===== config.mk =====
export PLATFORM = sky130hd
export DESIGN_NAME = astx_uart
export DESIGN_NICKNAME = d
export VERILOG_FILES = /design/src/core/astx_pkg.sv /design/src/core/astx_uart.sv
export VERILOG_INCLUDE_DIRS = /design/src /design/src/core
export SDC_FILE = /design/constraint.sdc
export NUM_CORES = 1
export LEC_CHECK = 0
export BUFFER_PORTS_ARGS = -buffer_cell sky130_fd_sc_hd__buf_2
export CAP_MARGIN = 10
export CORE_UTILIZATION = 60
export DETAILED_ROUTE_END_ITERATION = 8
export PLACE_DENSITY = 0.79
export SLEW_MARGIN = 15
export SYNTH_ARGS = -nofsm -noshare
export SYNTH_HDL_FRONTEND = slang
export SYNTH_SLANG_ARGS = --single-unit
export TNS_END_PERCENT = 20

===== constraint.sdc =====
create_clock -name clk -period 11.3 [get_ports clk]
set_clock_uncertainty 0.05 [all_clocks]
set_input_delay 0.565 -clock clk [delete_from_list [all_inputs] [get_ports clk]]
set_output_delay 0.565 -clock clk [all_outputs]
set_load 0.01 [all_outputs]

===== src/core/astx_defines.svh =====
`ifndef ASTX_DEFINES_SVH
`define ASTX_DEFINES_SVH
// Register byte offsets
`define ASTX_OFF_DATA 6'h00
`define ASTX_OFF_IER 6'h04
`define ASTX_OFF_IIR 6'h08
`define ASTX_OFF_LCR 6'h0C
`define ASTX_OFF_LSR 6'h10
`define ASTX_OFF_DIV 6'h14
`define ASTX_OFF_SRC 6'h18
// Reset values
`define ASTX_LCR_RST 6'h03
`define ASTX_DIV_RST 16'h0001
// Field positions
`define ASTX_FCR_EN 0
`define ASTX_FCR_RXRST 1
`define ASTX_FCR_TXRST 2
// Clock figures in MHz; source ticks come from a fractional accumulator
`define ASTX_CLK_MHZ 7'd100
`define ASTX_SRC_HI_MHZ 7'd24
`define ASTX_SRC_LO_MHZ 7'd16
// Oversampling and frame timing, in baud16 ticks; FIFO depth in entries
`define ASTX_OVS 6'd16
`define ASTX_MID 6'd8
`define ASTX_STOP15 6'd24
`define ASTX_STOP2 6'd32
`define ASTX_FILT 2'd2
`define ASTX_DEPTH 5'd16
// Interrupt identity codes
`define ASTX_IIR_LINE 4'h6
`define ASTX_IIR_RDA 4'h4
`define ASTX_IIR_THRE 4'h2
`define ASTX_IIR_NONE 4'h1
`endif


===== src/core/astx_pkg.sv =====
package astx_pkg;
    // Line control fields
    typedef struct packed {
        logic sticky;
        logic even;
        logic par_en;
        logic stop2;
        logic [1:0] wlen;
    } astx_lcr_type;
    typedef enum logic [2:0] {
        FR_IDLE = 3'b000,
        FR_START = 3'b001,
        FR_DATA = 3'b010,
        FR_PAR = 3'b011,
        FR_STOP = 3'b100
    } astx_frame_type;
endpackage


===== src/core/astx_uart.sv =====
// Chosen here: the address map and the AHB-Lite register port.
`timescale 1ns/1ps
`include "astx_defines.svh"
// Functional notes
// - Baud source is a 24 MHz or 16 MHz tick, chosen by software.
// - 24 MHz source covers standard rates 50 baud to 115.2 kilobaud.
// - 16 MHz source covers 125 to 1000 kilobaud.
// - Character has one start bit and five to eight data bits.
// - Stop bits are one, one and a half, or two bit periods.
// - Parity is even, odd, sticky or absent.
// - Source is divided by a 16-bit divisor from 1 to 65535.
// - Writing the holding register or FIFO starts transmission.
// - Character loads into shifter with start, parity and stop framing.
// - Line order: start, data LSB first, parity, stop.
// - Each bit lasts sixteen baud generator outputs.
// - Holding-register-empty interrupt fires when holding register or FIFO empties.
// - FIFO control bit 0 enables sixteen-byte queueing.
// - In FIFO mode characters go back to back until the FIFO drains.
// - Highest-priority pending interrupt is the one reported.
// - Divisor settings reach the MIDI rate as well.
// - Receiver samples at baud16 and rejects glitches under two periods.
// - Receive data interrupt fires at trigger level 1, 4, 8 or 14.
// - Receiver checks parity and stop bits, flags parity and framing errors.
module astx_uart (
    input wire logic clk,
    input wire logic rst_b,
    input wire logic hsel,
    input wire logic [31:0] haddr,
    input wire logic [1:0] htrans,
    input wire logic hwrite,
    input wire logic [2:0] hsize,
    input wire logic [31:0] hwdata,
    input wire logic hready,
    output logic hreadyout,
    output logic hresp,
    output logic [31:0] hrdata,
    input wire logic rxd,
    output logic txd,
    output logic irq
);
    // ----------------------------------------
    // Helpers
    // ----------------------------------------
    function automatic logic [3:0] nbits(input logic [1:0] w);
        nbits = 4'd5 + {2'b00, w};
    endfunction
    function automatic logic par_of(input astx_pkg::astx_lcr_type l, input logic [7:0] d);
        par_of = l.sticky ? ~l.even : (l.even ? ^d : ~^d);
    endfunction

    // ----------------------------------------
    // Registers
    // ----------------------------------------
    astx_pkg::astx_lcr_type lcr_reg;
    logic [3:0] ier_reg;
    logic fifo_en_reg;
    logic [1:0] trig_sel_reg;
    logic [15:0] div_reg;
    logic src_lo_reg;
    logic pe_reg, fe_reg, oe_reg, thre_pend_reg;
    logic wr_pend_reg;
    logic [5:0] wr_addr_reg;

    // Bus decode, zero wait states; reads are sampled in the address phase
    wire addr_ok = hsel & hready & htrans[1];
    wire rd_go = addr_ok & ~hwrite;
    wire [5:0] ra = haddr[5:0];
    wire wr_do = wr_pend_reg;
    wire wr_data = wr_do & (wr_addr_reg == `ASTX_OFF_DATA);
    wire wr_ier = wr_do & (wr_addr_reg == `ASTX_OFF_IER);
    wire wr_fcr = wr_do & (wr_addr_reg == `ASTX_OFF_IIR);
    wire wr_lcr = wr_do & (wr_addr_reg == `ASTX_OFF_LCR);
    wire wr_div = wr_do & (wr_addr_reg == `ASTX_OFF_DIV);
    wire wr_src = wr_do & (wr_addr_reg == `ASTX_OFF_SRC);
    wire rd_data = rd_go & (ra == `ASTX_OFF_DATA);
    wire rd_iir = rd_go & (ra == `ASTX_OFF_IIR);
    wire rd_lsr = rd_go & (ra == `ASTX_OFF_LSR);
    wire fifo_chg = wr_fcr & (hwdata[`ASTX_FCR_EN] != fifo_en_reg);
    wire tx_clr = wr_fcr & (hwdata[`ASTX_FCR_TXRST] | fifo_chg);
    wire rx_clr = wr_fcr & (hwdata[`ASTX_FCR_RXRST] | fifo_chg);
    assign hreadyout = 1'b1;
    assign hresp = 1'b0;

    // Address phase capture for writes
    always_ff @(posedge clk or negedge rst_b) begin
        if (!rst_b) begin
            wr_pend_reg <= 1'b0;
            wr_addr_reg <= 6'h00;
        end else begin
            wr_pend_reg <= addr_ok & hwrite;
            wr_addr_reg <= haddr[5:0];
        end
    end

    // Control registers written in the data phase
    always_ff @(posedge clk or negedge rst_b) begin
        if (!rst_b) begin
            lcr_reg <= `ASTX_LCR_RST;
            ier_reg <= 4'h0;
            fifo_en_reg <= 1'b0;
            trig_sel_reg <= 2'b00;
            div_reg <= `ASTX_DIV_RST;
            src_lo_reg <= 1'b0;
        end else begin
            if (wr_lcr) lcr_reg <= hwdata[5:0];
            if (wr_ier) ier_reg <= hwdata[3:0];
            if (wr_fcr) begin
                fifo_en_reg <= hwdata[`ASTX_FCR_EN];
                trig_sel_reg <= hwdata[7:6];
            end
            if (wr_div) div_reg <= hwdata[15:0];
            if (wr_src) src_lo_reg <= hwdata[0];
        end
    end

    // ----------------------------------------
    // Baud generator
    // ----------------------------------------
    // Source clock is emulated as an average-rate tick from the system clock
    logic [6:0] acc_reg;
    logic [15:0] dcnt_reg;
    wire [6:0] src_inc = src_lo_reg ? `ASTX_SRC_LO_MHZ : `ASTX_SRC_HI_MHZ;
    wire [6:0] acc_sum = acc_reg + src_inc;
    wire src_tick = acc_sum >= `ASTX_CLK_MHZ;
    wire [15:0] div_eff = (div_reg == 16'h0000) ? 16'h0001 : div_reg;
    wire baud16 = src_tick & (dcnt_reg >= div_eff - 16'h0001);
    // Any divisor, so MIDI and the 24/16 MHz rate tables are all reachable
    always_ff @(posedge clk or negedge rst_b) begin
        if (!rst_b) begin
            acc_reg <= 7'h00;
            dcnt_reg <= 16'h0000;
        end else begin
            acc_reg <= src_tick ? acc_sum - `ASTX_CLK_MHZ : acc_sum;
            if (src_tick) dcnt_reg <= baud16 ? 16'h0000 : dcnt_reg + 16'h0001;
        end
    end

    // ----------------------------------------
    // Transmit FIFO and shifter
    // ----------------------------------------
    logic [7:0] tx_mem [0:15];
    logic [3:0] tx_wp_reg, tx_rp_reg;
    logic [4:0] tx_cnt_reg;
    astx_pkg::astx_frame_type tx_st_reg;
    logic [5:0] tx_tk_reg;
    logic [2:0] tx_bit_reg;
    logic [7:0] tx_sh_reg;
    logic tx_par_reg;
    logic txd_reg;
    wire [4:0] cap = fifo_en_reg ? `ASTX_DEPTH : 5'd1;
    wire tx_push = wr_data & (tx_cnt_reg < cap);
    wire tx_end_bit = baud16 & (tx_tk_reg == `ASTX_OVS - 6'd1);
    wire [5:0] stop_len = !lcr_reg.stop2 ? `ASTX_OVS : (lcr_reg.wlen == 2'b00 ? `ASTX_STOP15 : `ASTX_STOP2);
    wire tx_end_stop = baud16 & (tx_tk_reg == stop_len - 6'd1);
    // Next character starts on the last stop tick, so queued frames leave with no idle gap
    wire tx_load = (tx_cnt_reg != 5'd0) & (((tx_st_reg == astx_pkg::FR_IDLE) & baud16) |
                   ((tx_st_reg == astx_pkg::FR_STOP) & tx_end_stop));
    wire [7:0] tx_head = tx_mem[tx_rp_reg];
    wire [7:0] tx_mask = 8'hFF >> (4'd8 - nbits(lcr_reg.wlen));

    always_ff @(posedge clk) begin
        if (tx_push) tx_mem[tx_wp_reg] <= hwdata[7:0];
    end

    // FIFO pointers; a single-entry depth stands in for the holding register
    always_ff @(posedge clk or negedge rst_b) begin
        if (!rst_b) begin
            tx_wp_reg <= 4'h0;
            tx_rp_reg <= 4'h0;
            tx_cnt_reg <= 5'd0;
        end else if (tx_clr) begin
            tx_wp_reg <= 4'h0;
            tx_rp_reg <= 4'h0;
            tx_cnt_reg <= 5'd0;
        end else begin
            if (tx_push) tx_wp_reg <= tx_wp_reg + 4'h1;
            if (tx_load) tx_rp_reg <= tx_rp_reg + 4'h1;
            tx_cnt_reg <= tx_cnt_reg + {4'h0, tx_push} - {4'h0, tx_load};
        end
    end

    // Frame sequencer
    always_ff @(posedge clk or negedge rst_b) begin
        if (!rst_b) begin
            tx_st_reg <= astx_pkg::FR_IDLE;
            tx_tk_reg <= 6'd0;
            tx_bit_reg <= 3'd0;
            tx_sh_reg <= 8'h00;
            tx_par_reg <= 1'b0;
            txd_reg <= 1'b1;
        end else begin
            if (baud16) tx_tk_reg <= tx_tk_reg + 6'd1;
            case (tx_st_reg)
                astx_pkg::FR_IDLE: txd_reg <= 1'b1;
                astx_pkg::FR_START: begin
                    if (tx_end_bit) begin
                        tx_st_reg <= astx_pkg::FR_DATA;
                        tx_tk_reg <= 6'd0;
                        tx_bit_reg <= 3'd0;
                        txd_reg <= tx_sh_reg[0];
                    end
                end
                astx_pkg::FR_DATA: begin
                    if (tx_end_bit) begin
                        tx_tk_reg <= 6'd0;
                        tx_sh_reg <= tx_sh_reg >> 1;
                        tx_bit_reg <= tx_bit_reg + 3'd1;
                        txd_reg <= tx_sh_reg[1];
                        if ({1'b0, tx_bit_reg} == nbits(lcr_reg.wlen) - 4'd1) begin
                            tx_st_reg <= lcr_reg.par_en ? astx_pkg::FR_PAR : astx_pkg::FR_STOP;
                            txd_reg <= lcr_reg.par_en ? tx_par_reg : 1'b1;
                        end
                    end
                end
                astx_pkg::FR_PAR: begin
                    if (tx_end_bit) begin
                        tx_st_reg <= astx_pkg::FR_STOP;
                        tx_tk_reg <= 6'd0;
                        txd_reg <= 1'b1;
                    end
                end
                astx_pkg::FR_STOP: begin
                    if (tx_end_stop) begin
                        tx_st_reg <= astx_pkg::FR_IDLE;
                        tx_tk_reg <= 6'd0;
                    end
                end
                default: tx_st_reg <= astx_pkg::FR_IDLE;
            endcase
            // Load overrides the state step, from idle or from the end of a stop bit
            if (tx_load) begin
                tx_sh_reg <= tx_head & tx_mask;
                tx_par_reg <= par_of(lcr_reg, tx_head & tx_mask);
                tx_st_reg <= astx_pkg::FR_START;
                tx_tk_reg <= 6'd0;
                txd_reg <= 1'b0;
            end
        end
    end
    assign txd = txd_reg;

    // ----------------------------------------
    // Receiver
    // ----------------------------------------
    logic rx_s1_reg, rx_s2_reg, rx_f_reg;
    logic [1:0] rx_gl_reg;
    astx_pkg::astx_frame_type rx_st_reg;
    logic [5:0] rx_tk_reg;
    logic [2:0] rx_bit_reg;
    logic [7:0] rx_sh_reg;
    logic [7:0] rx_mem [0:15];
    logic [3:0] rx_wp_reg, rx_rp_reg;
    logic [4:0] rx_cnt_reg;
    wire [7:0] rx_word = rx_sh_reg >> (4'd8 - nbits(lcr_reg.wlen));
    wire rx_mid = baud16 & (rx_tk_reg == `ASTX_OVS - 6'd1);
    wire rx_done = rx_mid & (rx_st_reg == astx_pkg::FR_STOP);
    wire rx_full = rx_cnt_reg >= cap;
    wire rx_push = rx_done & ~rx_full;
    wire rx_pop = rd_data & (rx_cnt_reg != 5'd0);
    wire pe_set = rx_st_reg == astx_pkg::FR_PAR && rx_mid && rx_f_reg != par_of(lcr_reg, rx_word);
    wire fe_set = rx_done & ~rx_f_reg;

    // Two-stage synchroniser, then a filter that needs two steady baud16 samples
    always_ff @(posedge clk or negedge rst_b) begin
        if (!rst_b) begin
            rx_s1_reg <= 1'b1;
            rx_s2_reg <= 1'b1;
            rx_f_reg <= 1'b1;
            rx_gl_reg <= 2'd0;
        end else begin
            rx_s1_reg <= rxd;
            rx_s2_reg <= rx_s1_reg;
            if (baud16) begin
                rx_gl_reg <= (rx_s2_reg == rx_f_reg) ? 2'd0 : rx_gl_reg + 2'd1;
                if (rx_s2_reg != rx_f_reg && rx_gl_reg == `ASTX_FILT - 2'd1) rx_f_reg <= rx_s2_reg;
            end
        end
    end

    // Frame capture; samples are taken mid-bit
    always_ff @(posedge clk or negedge rst_b) begin
        if (!rst_b) begin
            rx_st_reg <= astx_pkg::FR_IDLE;
            rx_tk_reg <= 6'd0;
            rx_bit_reg <= 3'd0;
            rx_sh_reg <= 8'h00;
        end else begin
            if (baud16) rx_tk_reg <= rx_tk_reg + 6'd1;
            case (rx_st_reg)
                astx_pkg::FR_IDLE: if (baud16 & ~rx_f_reg) begin
                    rx_st_reg <= astx_pkg::FR_START;
                    rx_tk_reg <= `ASTX_MID;
                end
                astx_pkg::FR_START: if (rx_mid) begin
                    rx_tk_reg <= 6'd0;
                    rx_bit_reg <= 3'd0;
                    rx_st_reg <= rx_f_reg ? astx_pkg::FR_IDLE : astx_pkg::FR_DATA;
                end
                astx_pkg::FR_DATA: if (rx_mid) begin
                    rx_tk_reg <= 6'd0;
                    rx_sh_reg <= {rx_f_reg, rx_sh_reg[7:1]};
                    rx_bit_reg <= rx_bit_reg + 3'd1;
                    if ({1'b0, rx_bit_reg} == nbits(lcr_reg.wlen) - 4'd1)
                        rx_st_reg <= lcr_reg.par_en ? astx_pkg::FR_PAR : astx_pkg::FR_STOP;
                end
                astx_pkg::FR_PAR: if (rx_mid) begin
                    rx_tk_reg <= 6'd0;
                    rx_st_reg <= astx_pkg::FR_STOP;
                end
                astx_pkg::FR_STOP: if (rx_mid) rx_st_reg <= astx_pkg::FR_IDLE;
                default: rx_st_reg <= astx_pkg::FR_IDLE;
            endcase
        end
    end

    always_ff @(posedge clk) begin
        if (rx_push) rx_mem[rx_wp_reg] <= rx_word;
    end

    always_ff @(posedge clk or negedge rst_b) begin
        if (!rst_b) begin
            rx_wp_reg <= 4'h0;
            rx_rp_reg <= 4'h0;
            rx_cnt_reg <= 5'd0;
        end else if (rx_clr) begin
            rx_wp_reg <= 4'h0;
            rx_rp_reg <= 4'h0;
            rx_cnt_reg <= 5'd0;
        end else begin
            if (rx_push) rx_wp_reg <= rx_wp_reg + 4'h1;
            if (rx_pop) rx_rp_reg <= rx_rp_reg + 4'h1;
            rx_cnt_reg <= rx_cnt_reg + {4'h0, rx_push} - {4'h0, rx_pop};
        end
    end

    // ----------------------------------------
    // Status and interrupt identity
    // ----------------------------------------
    wire [4:0] trig_lvl = !fifo_en_reg ? 5'd1 : (trig_sel_reg == 2'd0 ? 5'd1 : trig_sel_reg == 2'd1 ? 5'd4 :
                          trig_sel_reg == 2'd2 ? 5'd8 : 5'd14);
    wire line_irq = ier_reg[2] & (pe_reg | fe_reg | oe_reg);
    wire rda_irq = ier_reg[0] & (rx_cnt_reg >= trig_lvl);
    wire thre_irq = ier_reg[1] & thre_pend_reg;
    wire [3:0] iir_id = line_irq ? `ASTX_IIR_LINE : rda_irq ? `ASTX_IIR_RDA :
                        thre_irq ? `ASTX_IIR_THRE : `ASTX_IIR_NONE;
    wire tx_empties = (tx_cnt_reg != 5'd0) & (tx_cnt_reg + {4'h0, tx_push} - {4'h0, tx_load} == 5'd0);
    wire tx_idle = (tx_cnt_reg == 5'd0) & (tx_st_reg == astx_pkg::FR_IDLE);
    wire [7:0] lsr = {1'b0, tx_idle, tx_cnt_reg == 5'd0, 1'b0, fe_reg, pe_reg, oe_reg, rx_cnt_reg != 5'd0};
    wire [31:0] rd_mux = (ra == `ASTX_OFF_DATA) ? {24'h0, rx_mem[rx_rp_reg]} :
                         (ra == `ASTX_OFF_IER) ? {28'h0, ier_reg} :
                         (ra == `ASTX_OFF_IIR) ? {24'h0, {2{fifo_en_reg}}, 2'b00, iir_id} :
                         (ra == `ASTX_OFF_LCR) ? {26'h0, lcr_reg} :
                         (ra == `ASTX_OFF_LSR) ? {24'h0, lsr} :
                         (ra == `ASTX_OFF_DIV) ? {16'h0, div_reg} :
                         (ra == `ASTX_OFF_SRC) ? {31'h0, src_lo_reg} : 32'h0;

    // Sticky flags; a set in the same cycle as its clearing read wins
    always_ff @(posedge clk or negedge rst_b) begin
        if (!rst_b) begin
            pe_reg <= 1'b0;
            fe_reg <= 1'b0;
            oe_reg <= 1'b0;
            thre_pend_reg <= 1'b0;
            hrdata <= 32'h0;
        end else begin
            pe_reg <= pe_set | (pe_reg & ~rd_lsr);
            fe_reg <= fe_set | (fe_reg & ~rd_lsr);
            oe_reg <= (rx_done & rx_full) | (oe_reg & ~rd_lsr);
            thre_pend_reg <= tx_empties | (thre_pend_reg & ~(wr_data | (rd_iir & iir_id == `ASTX_IIR_THRE)));
            if (rd_go) hrdata <= rd_mux;
        end
    end
    assign irq = line_irq | rda_irq | thre_irq;
endmodule


==> metrics.sh <==
RUN_STATUS='finished, violations left'
VIOLATIONS='DRC, hold timing'
GLOBALPLACE.CONGESTION=0.8564
FP.COREAREA_MM2=0.03083
POWER.IR.VDD_WORST_V=0.0001320
WORST-SLEW-PIN-TRANSITION_PS=1010
VIAS_IN_THE_FIRST_GLOBAL_ROUTE=11530
CRITPATHSLOWESTCELL='sky130_fd_sc_hd__ha_1'
DESIGN_POWER_TOTAL_uW=3423
YS_SEQ_AREA_FRAC=0.6056
HOLD_CLASS='input pin to async pin'
POST_SYNTH.CELL_AREA_AVG_UM2=13.97
SLEW_VIOL_FINAL=0
HOLDWS_PS=-10.37
PORT_BUFFERS=46
CP_CLASS='register to register'
ANTENNA_VIOLATIONS_BEFORE_REPAIR=0
IOS=111
DOMINANTREGCELLSYNTH='sky130_fd_sc_hd__edfxtp_1'
ANTENNA_LEFT=0
CP_DATA_ARRIVAL_TIME_PS=6320
DPL.HPWL_MM=26.12
GRT_SETUP_UNREPAIRED='false'
CTS_ROOT_BUF='sky130_fd_sc_hd__clkbuf_16'
POWER_DENSITY_mW_PER_MM2=164.2
HTREE_LEVELS=2
NUMBER_OF_STANDARD_CELLS_AFTER_SYNTHESIS=1356
INSERTEDDIODECOUNT=0
YS_SEQ_ELEMENTS=407
GLOBALROUTE.TOTALOVERFLOW=0
CTS_HOLD_BUFFERS=0
DRC_ERRORS=6
INITIAL_CELL_DENSITY_OF_THE_CORE=0.6146
WORST_SETUP_PATH_END_KIND='register'
DPL-INSTANCE-AREA_MM2=0.01942
SYNTH_EDF_COUNT=256
DRV_CAP=0
GR-USAGE-ALL-LAYERS=0.2555
POST-SYNTH-TOP-COUNT-CELL='sky130_fd_sc_hd__edfxtp_1'
TIMING.CRITICAL_PATH.SLOWEST_CELL_DELAY_PS=520
CRIT_TOP_CELL='sky130_fd_sc_hd__ha_1'
YOSYS-TOP-CELLS-COUNT='256 x sky130_fd_sc_hd__edfxtp_1, 144 x sky130_fd_sc_hd__dfrtp_1, 90 x sky130_fd_sc_hd__nand2_1, 68 x sky130_fd_sc_hd__nor2_1, 66 x sky130_fd_sc_hd__o21ai_0'
POWER.LEAKAGE_uW=0.007896
CLOCK-SINKS=407
SYNTH_AREA_LEADER_CELL='sky130_fd_sc_hd__edfxtp_1'
FMAX_MHz=169.4
FILLER_CELL_COUNT=2025
CTS_MAX_PATH_BUFFERS=3
REG.LARGEST.LIST='rx_mem: 128 flops, tx_mem: 128 flops'
FINAL_NET_COUNT=1534
SYNTHTOPCELLSBYAREA='sky130_fd_sc_hd__edfxtp_1 41%, sky130_fd_sc_hd__dfrtp_1 19%, sky130_fd_sc_hd__mux4_2 7.1%'
SYNTHDISTINCTLIBCELLS=73
GRT_MAX_DEGREE=78
TIMING.FINAL.CRIT_PERIOD_PS=5904
WL_PER_CELL_UM=22.06
CLK-INSERTION-DELAY-LATE_PS=550
TIMING.FINAL.SETUP_VIOLATIONS=0
GLOBAL_ROUTE_WIRE_LENGTH_BEFORE_REPAIR_MM=63.88
CTS.REPORTEDPATHS.CLKPINSLEW_PS=60
ROW_COUNT=64
FINALWIRELENGTH_MM=40.19
CHIPWIDTH_UM=179.7
FINAL.SETUP.TNS_PS=0
CTS_BUFFERS=42
PATH_BUF_INV=3
FP.DIEAREA_MM2=0.03229
DRIVE_GT1_FRAC=0.1739
CRIT_PATH_START_KIND='register'
MAX_SLEW_MARGIN=0.3202
PORTION_OF_THE_CLOCK_CYCLE_CONSUMED_BY_THE_WORST_PATH_IN_THE_FINAL_LAYOUT=0.5225
CRITPATHMAXFANOUT=15
CTSRESIZECOUNT=0
WORSTPATHREQUIRED_PS=11720
DRTITER0DRC=1008
AREA.GROWTH.SYNTH_TO_FINAL_PCT=10.01
DR.PASS1.ITERS=7
POSTCTSSETUPBUFFERS=0
DETAIL_ROUTE.VIAS_PER_CELL=6.227
NUMBER_OF_WARNINGS_ISSUED_BY_YOSYS=0
SYNTHESIS.AREA_MM2=0.01895
CTS_TREE='done'
ASYNC_SET_OR_RESET_REGISTER_RATIO_AFTER_SYNTHESIS=0.3710
FINAL_AREA_MM2=0.02084
SYNTH_TOP_AREA_SHARE=0.4057
VIAS=11350
HEIGHT_OF_THE_DIE_UM=179.7
CP_DELAY_BY_FAMILY_TOP='adder cells'
FINALHOLDVIOLCOUNT=21
## final cells by class
cell class / count / area [µm²] / share of cell area
Timing Repair Buffer: 55 / 304.0 / 0.01459
Multi-Input combinational cell: 840 / 6960 / 0.3339
Clock buffer: 54 / 1176 / 0.05643
Tap cell: 396 / 495.5 / 0.02377
Clock inverter: 21 / 246.5 / 0.01183
Inverter: 49 / 183.9 / 0.008824
Sequential cell: 407 / 11480 / 0.5506
## cell usage in the layout, fill, tap and decap left out, types with 9 or more instances in the layout
master	n
sky130_fd_sc_hd__conb_1	18
sky130_fd_sc_hd__inv_1	48
sky130_fd_sc_hd__nand2_1	90
sky130_fd_sc_hd__clkinv_2	9
sky130_fd_sc_hd__a21o_1	14
sky130_fd_sc_hd__mux4_2	60
sky130_fd_sc_hd__edfxtp_1	256
sky130_fd_sc_hd__a21oi_1	35
sky130_fd_sc_hd__or3_1	13
sky130_fd_sc_hd__nor2b_1	14
sky130_fd_sc_hd__mux2_2	49
sky130_fd_sc_hd__xor2_1	25
sky130_fd_sc_hd__xnor2_1	33
sky130_fd_sc_hd__nand4_1	11
sky130_fd_sc_hd__a22o_1	14
sky130_fd_sc_hd__a221oi_1	11
sky130_fd_sc_hd__nor2_1	68
sky130_fd_sc_hd__clkbuf_16	44
sky130_fd_sc_hd__nand2b_1	16
sky130_fd_sc_hd__mux2i_1	30
sky130_fd_sc_hd__dfrtp_1	142
sky130_fd_sc_hd__buf_2	45
sky130_fd_sc_hd__buf_4	9
sky130_fd_sc_hd__and2_1	37
sky130_fd_sc_hd__nor3_1	23
sky130_fd_sc_hd__nand3_1	32
sky130_fd_sc_hd__ha_1	62
sky130_fd_sc_hd__and3_1	11
sky130_fd_sc_hd__o21ai_0	66
## worst paths after layout
check | cells past startpoint | slack [ps] | endpoint | start
max | 26 | 5400 | thre_pend_reg | div_reg[12]
min | 1 | -10 | acc_reg[5] | rst_b
max reg2reg | 26 | 5400 | thre_pend_reg | div_reg[12]
min reg2reg | 0 | 310 | rx_s2_reg | rx_s1_reg
max in group asynchronous | 2 | 9690 | tx_rp_reg[0] | rst_b
min in group clk | 1 | 70 | rx_s1_reg | rxd
## kinds of logic (layout without fill, tap and decap cells)
family,count (synthesis),count (layout),share of synthesized area
flip-flops,407,407,0.6056
AND/OR/NAND/NOR,347,347,0.09212
AO/OA/AOI/OAI,203,203,0.07086
multiplexers,147,147,0.1274
buffers and inverters,125,179,0.03018
adder cells (fa/ha/maj),64,64,0.04306
XOR/XNOR,61,61,0.03038
other,2,18,0.0003964
## routing by layer
layer  GRT usage  share of wire  vias up
met4     0.09241          0.029        0
met5           0              0        -
met1      0.3448           0.42     5780
met3     0.03505          0.050       82
li1            -              -     5137
met2      0.4280           0.50      346
## report_power, final
group / internal (µW) / switching, µW
registers: 1620 / 39.2
logic: 140 / 201
clock network: 852 / 573
total: 2610 / 814
## through the flow
stage	worst slack, ps	utilization	instances
2_1_floorplan	6344	-	1372
3_3_place_gp	5582	0.6300	1747
3_5_place_dp	5446	0.6300	1747
4_1_cts	5421	0.6761	1822
5_1_grt	4890	0.6761	1822
6_report	5396	0.6761	1822
Power figures use the tool's default switching activity.
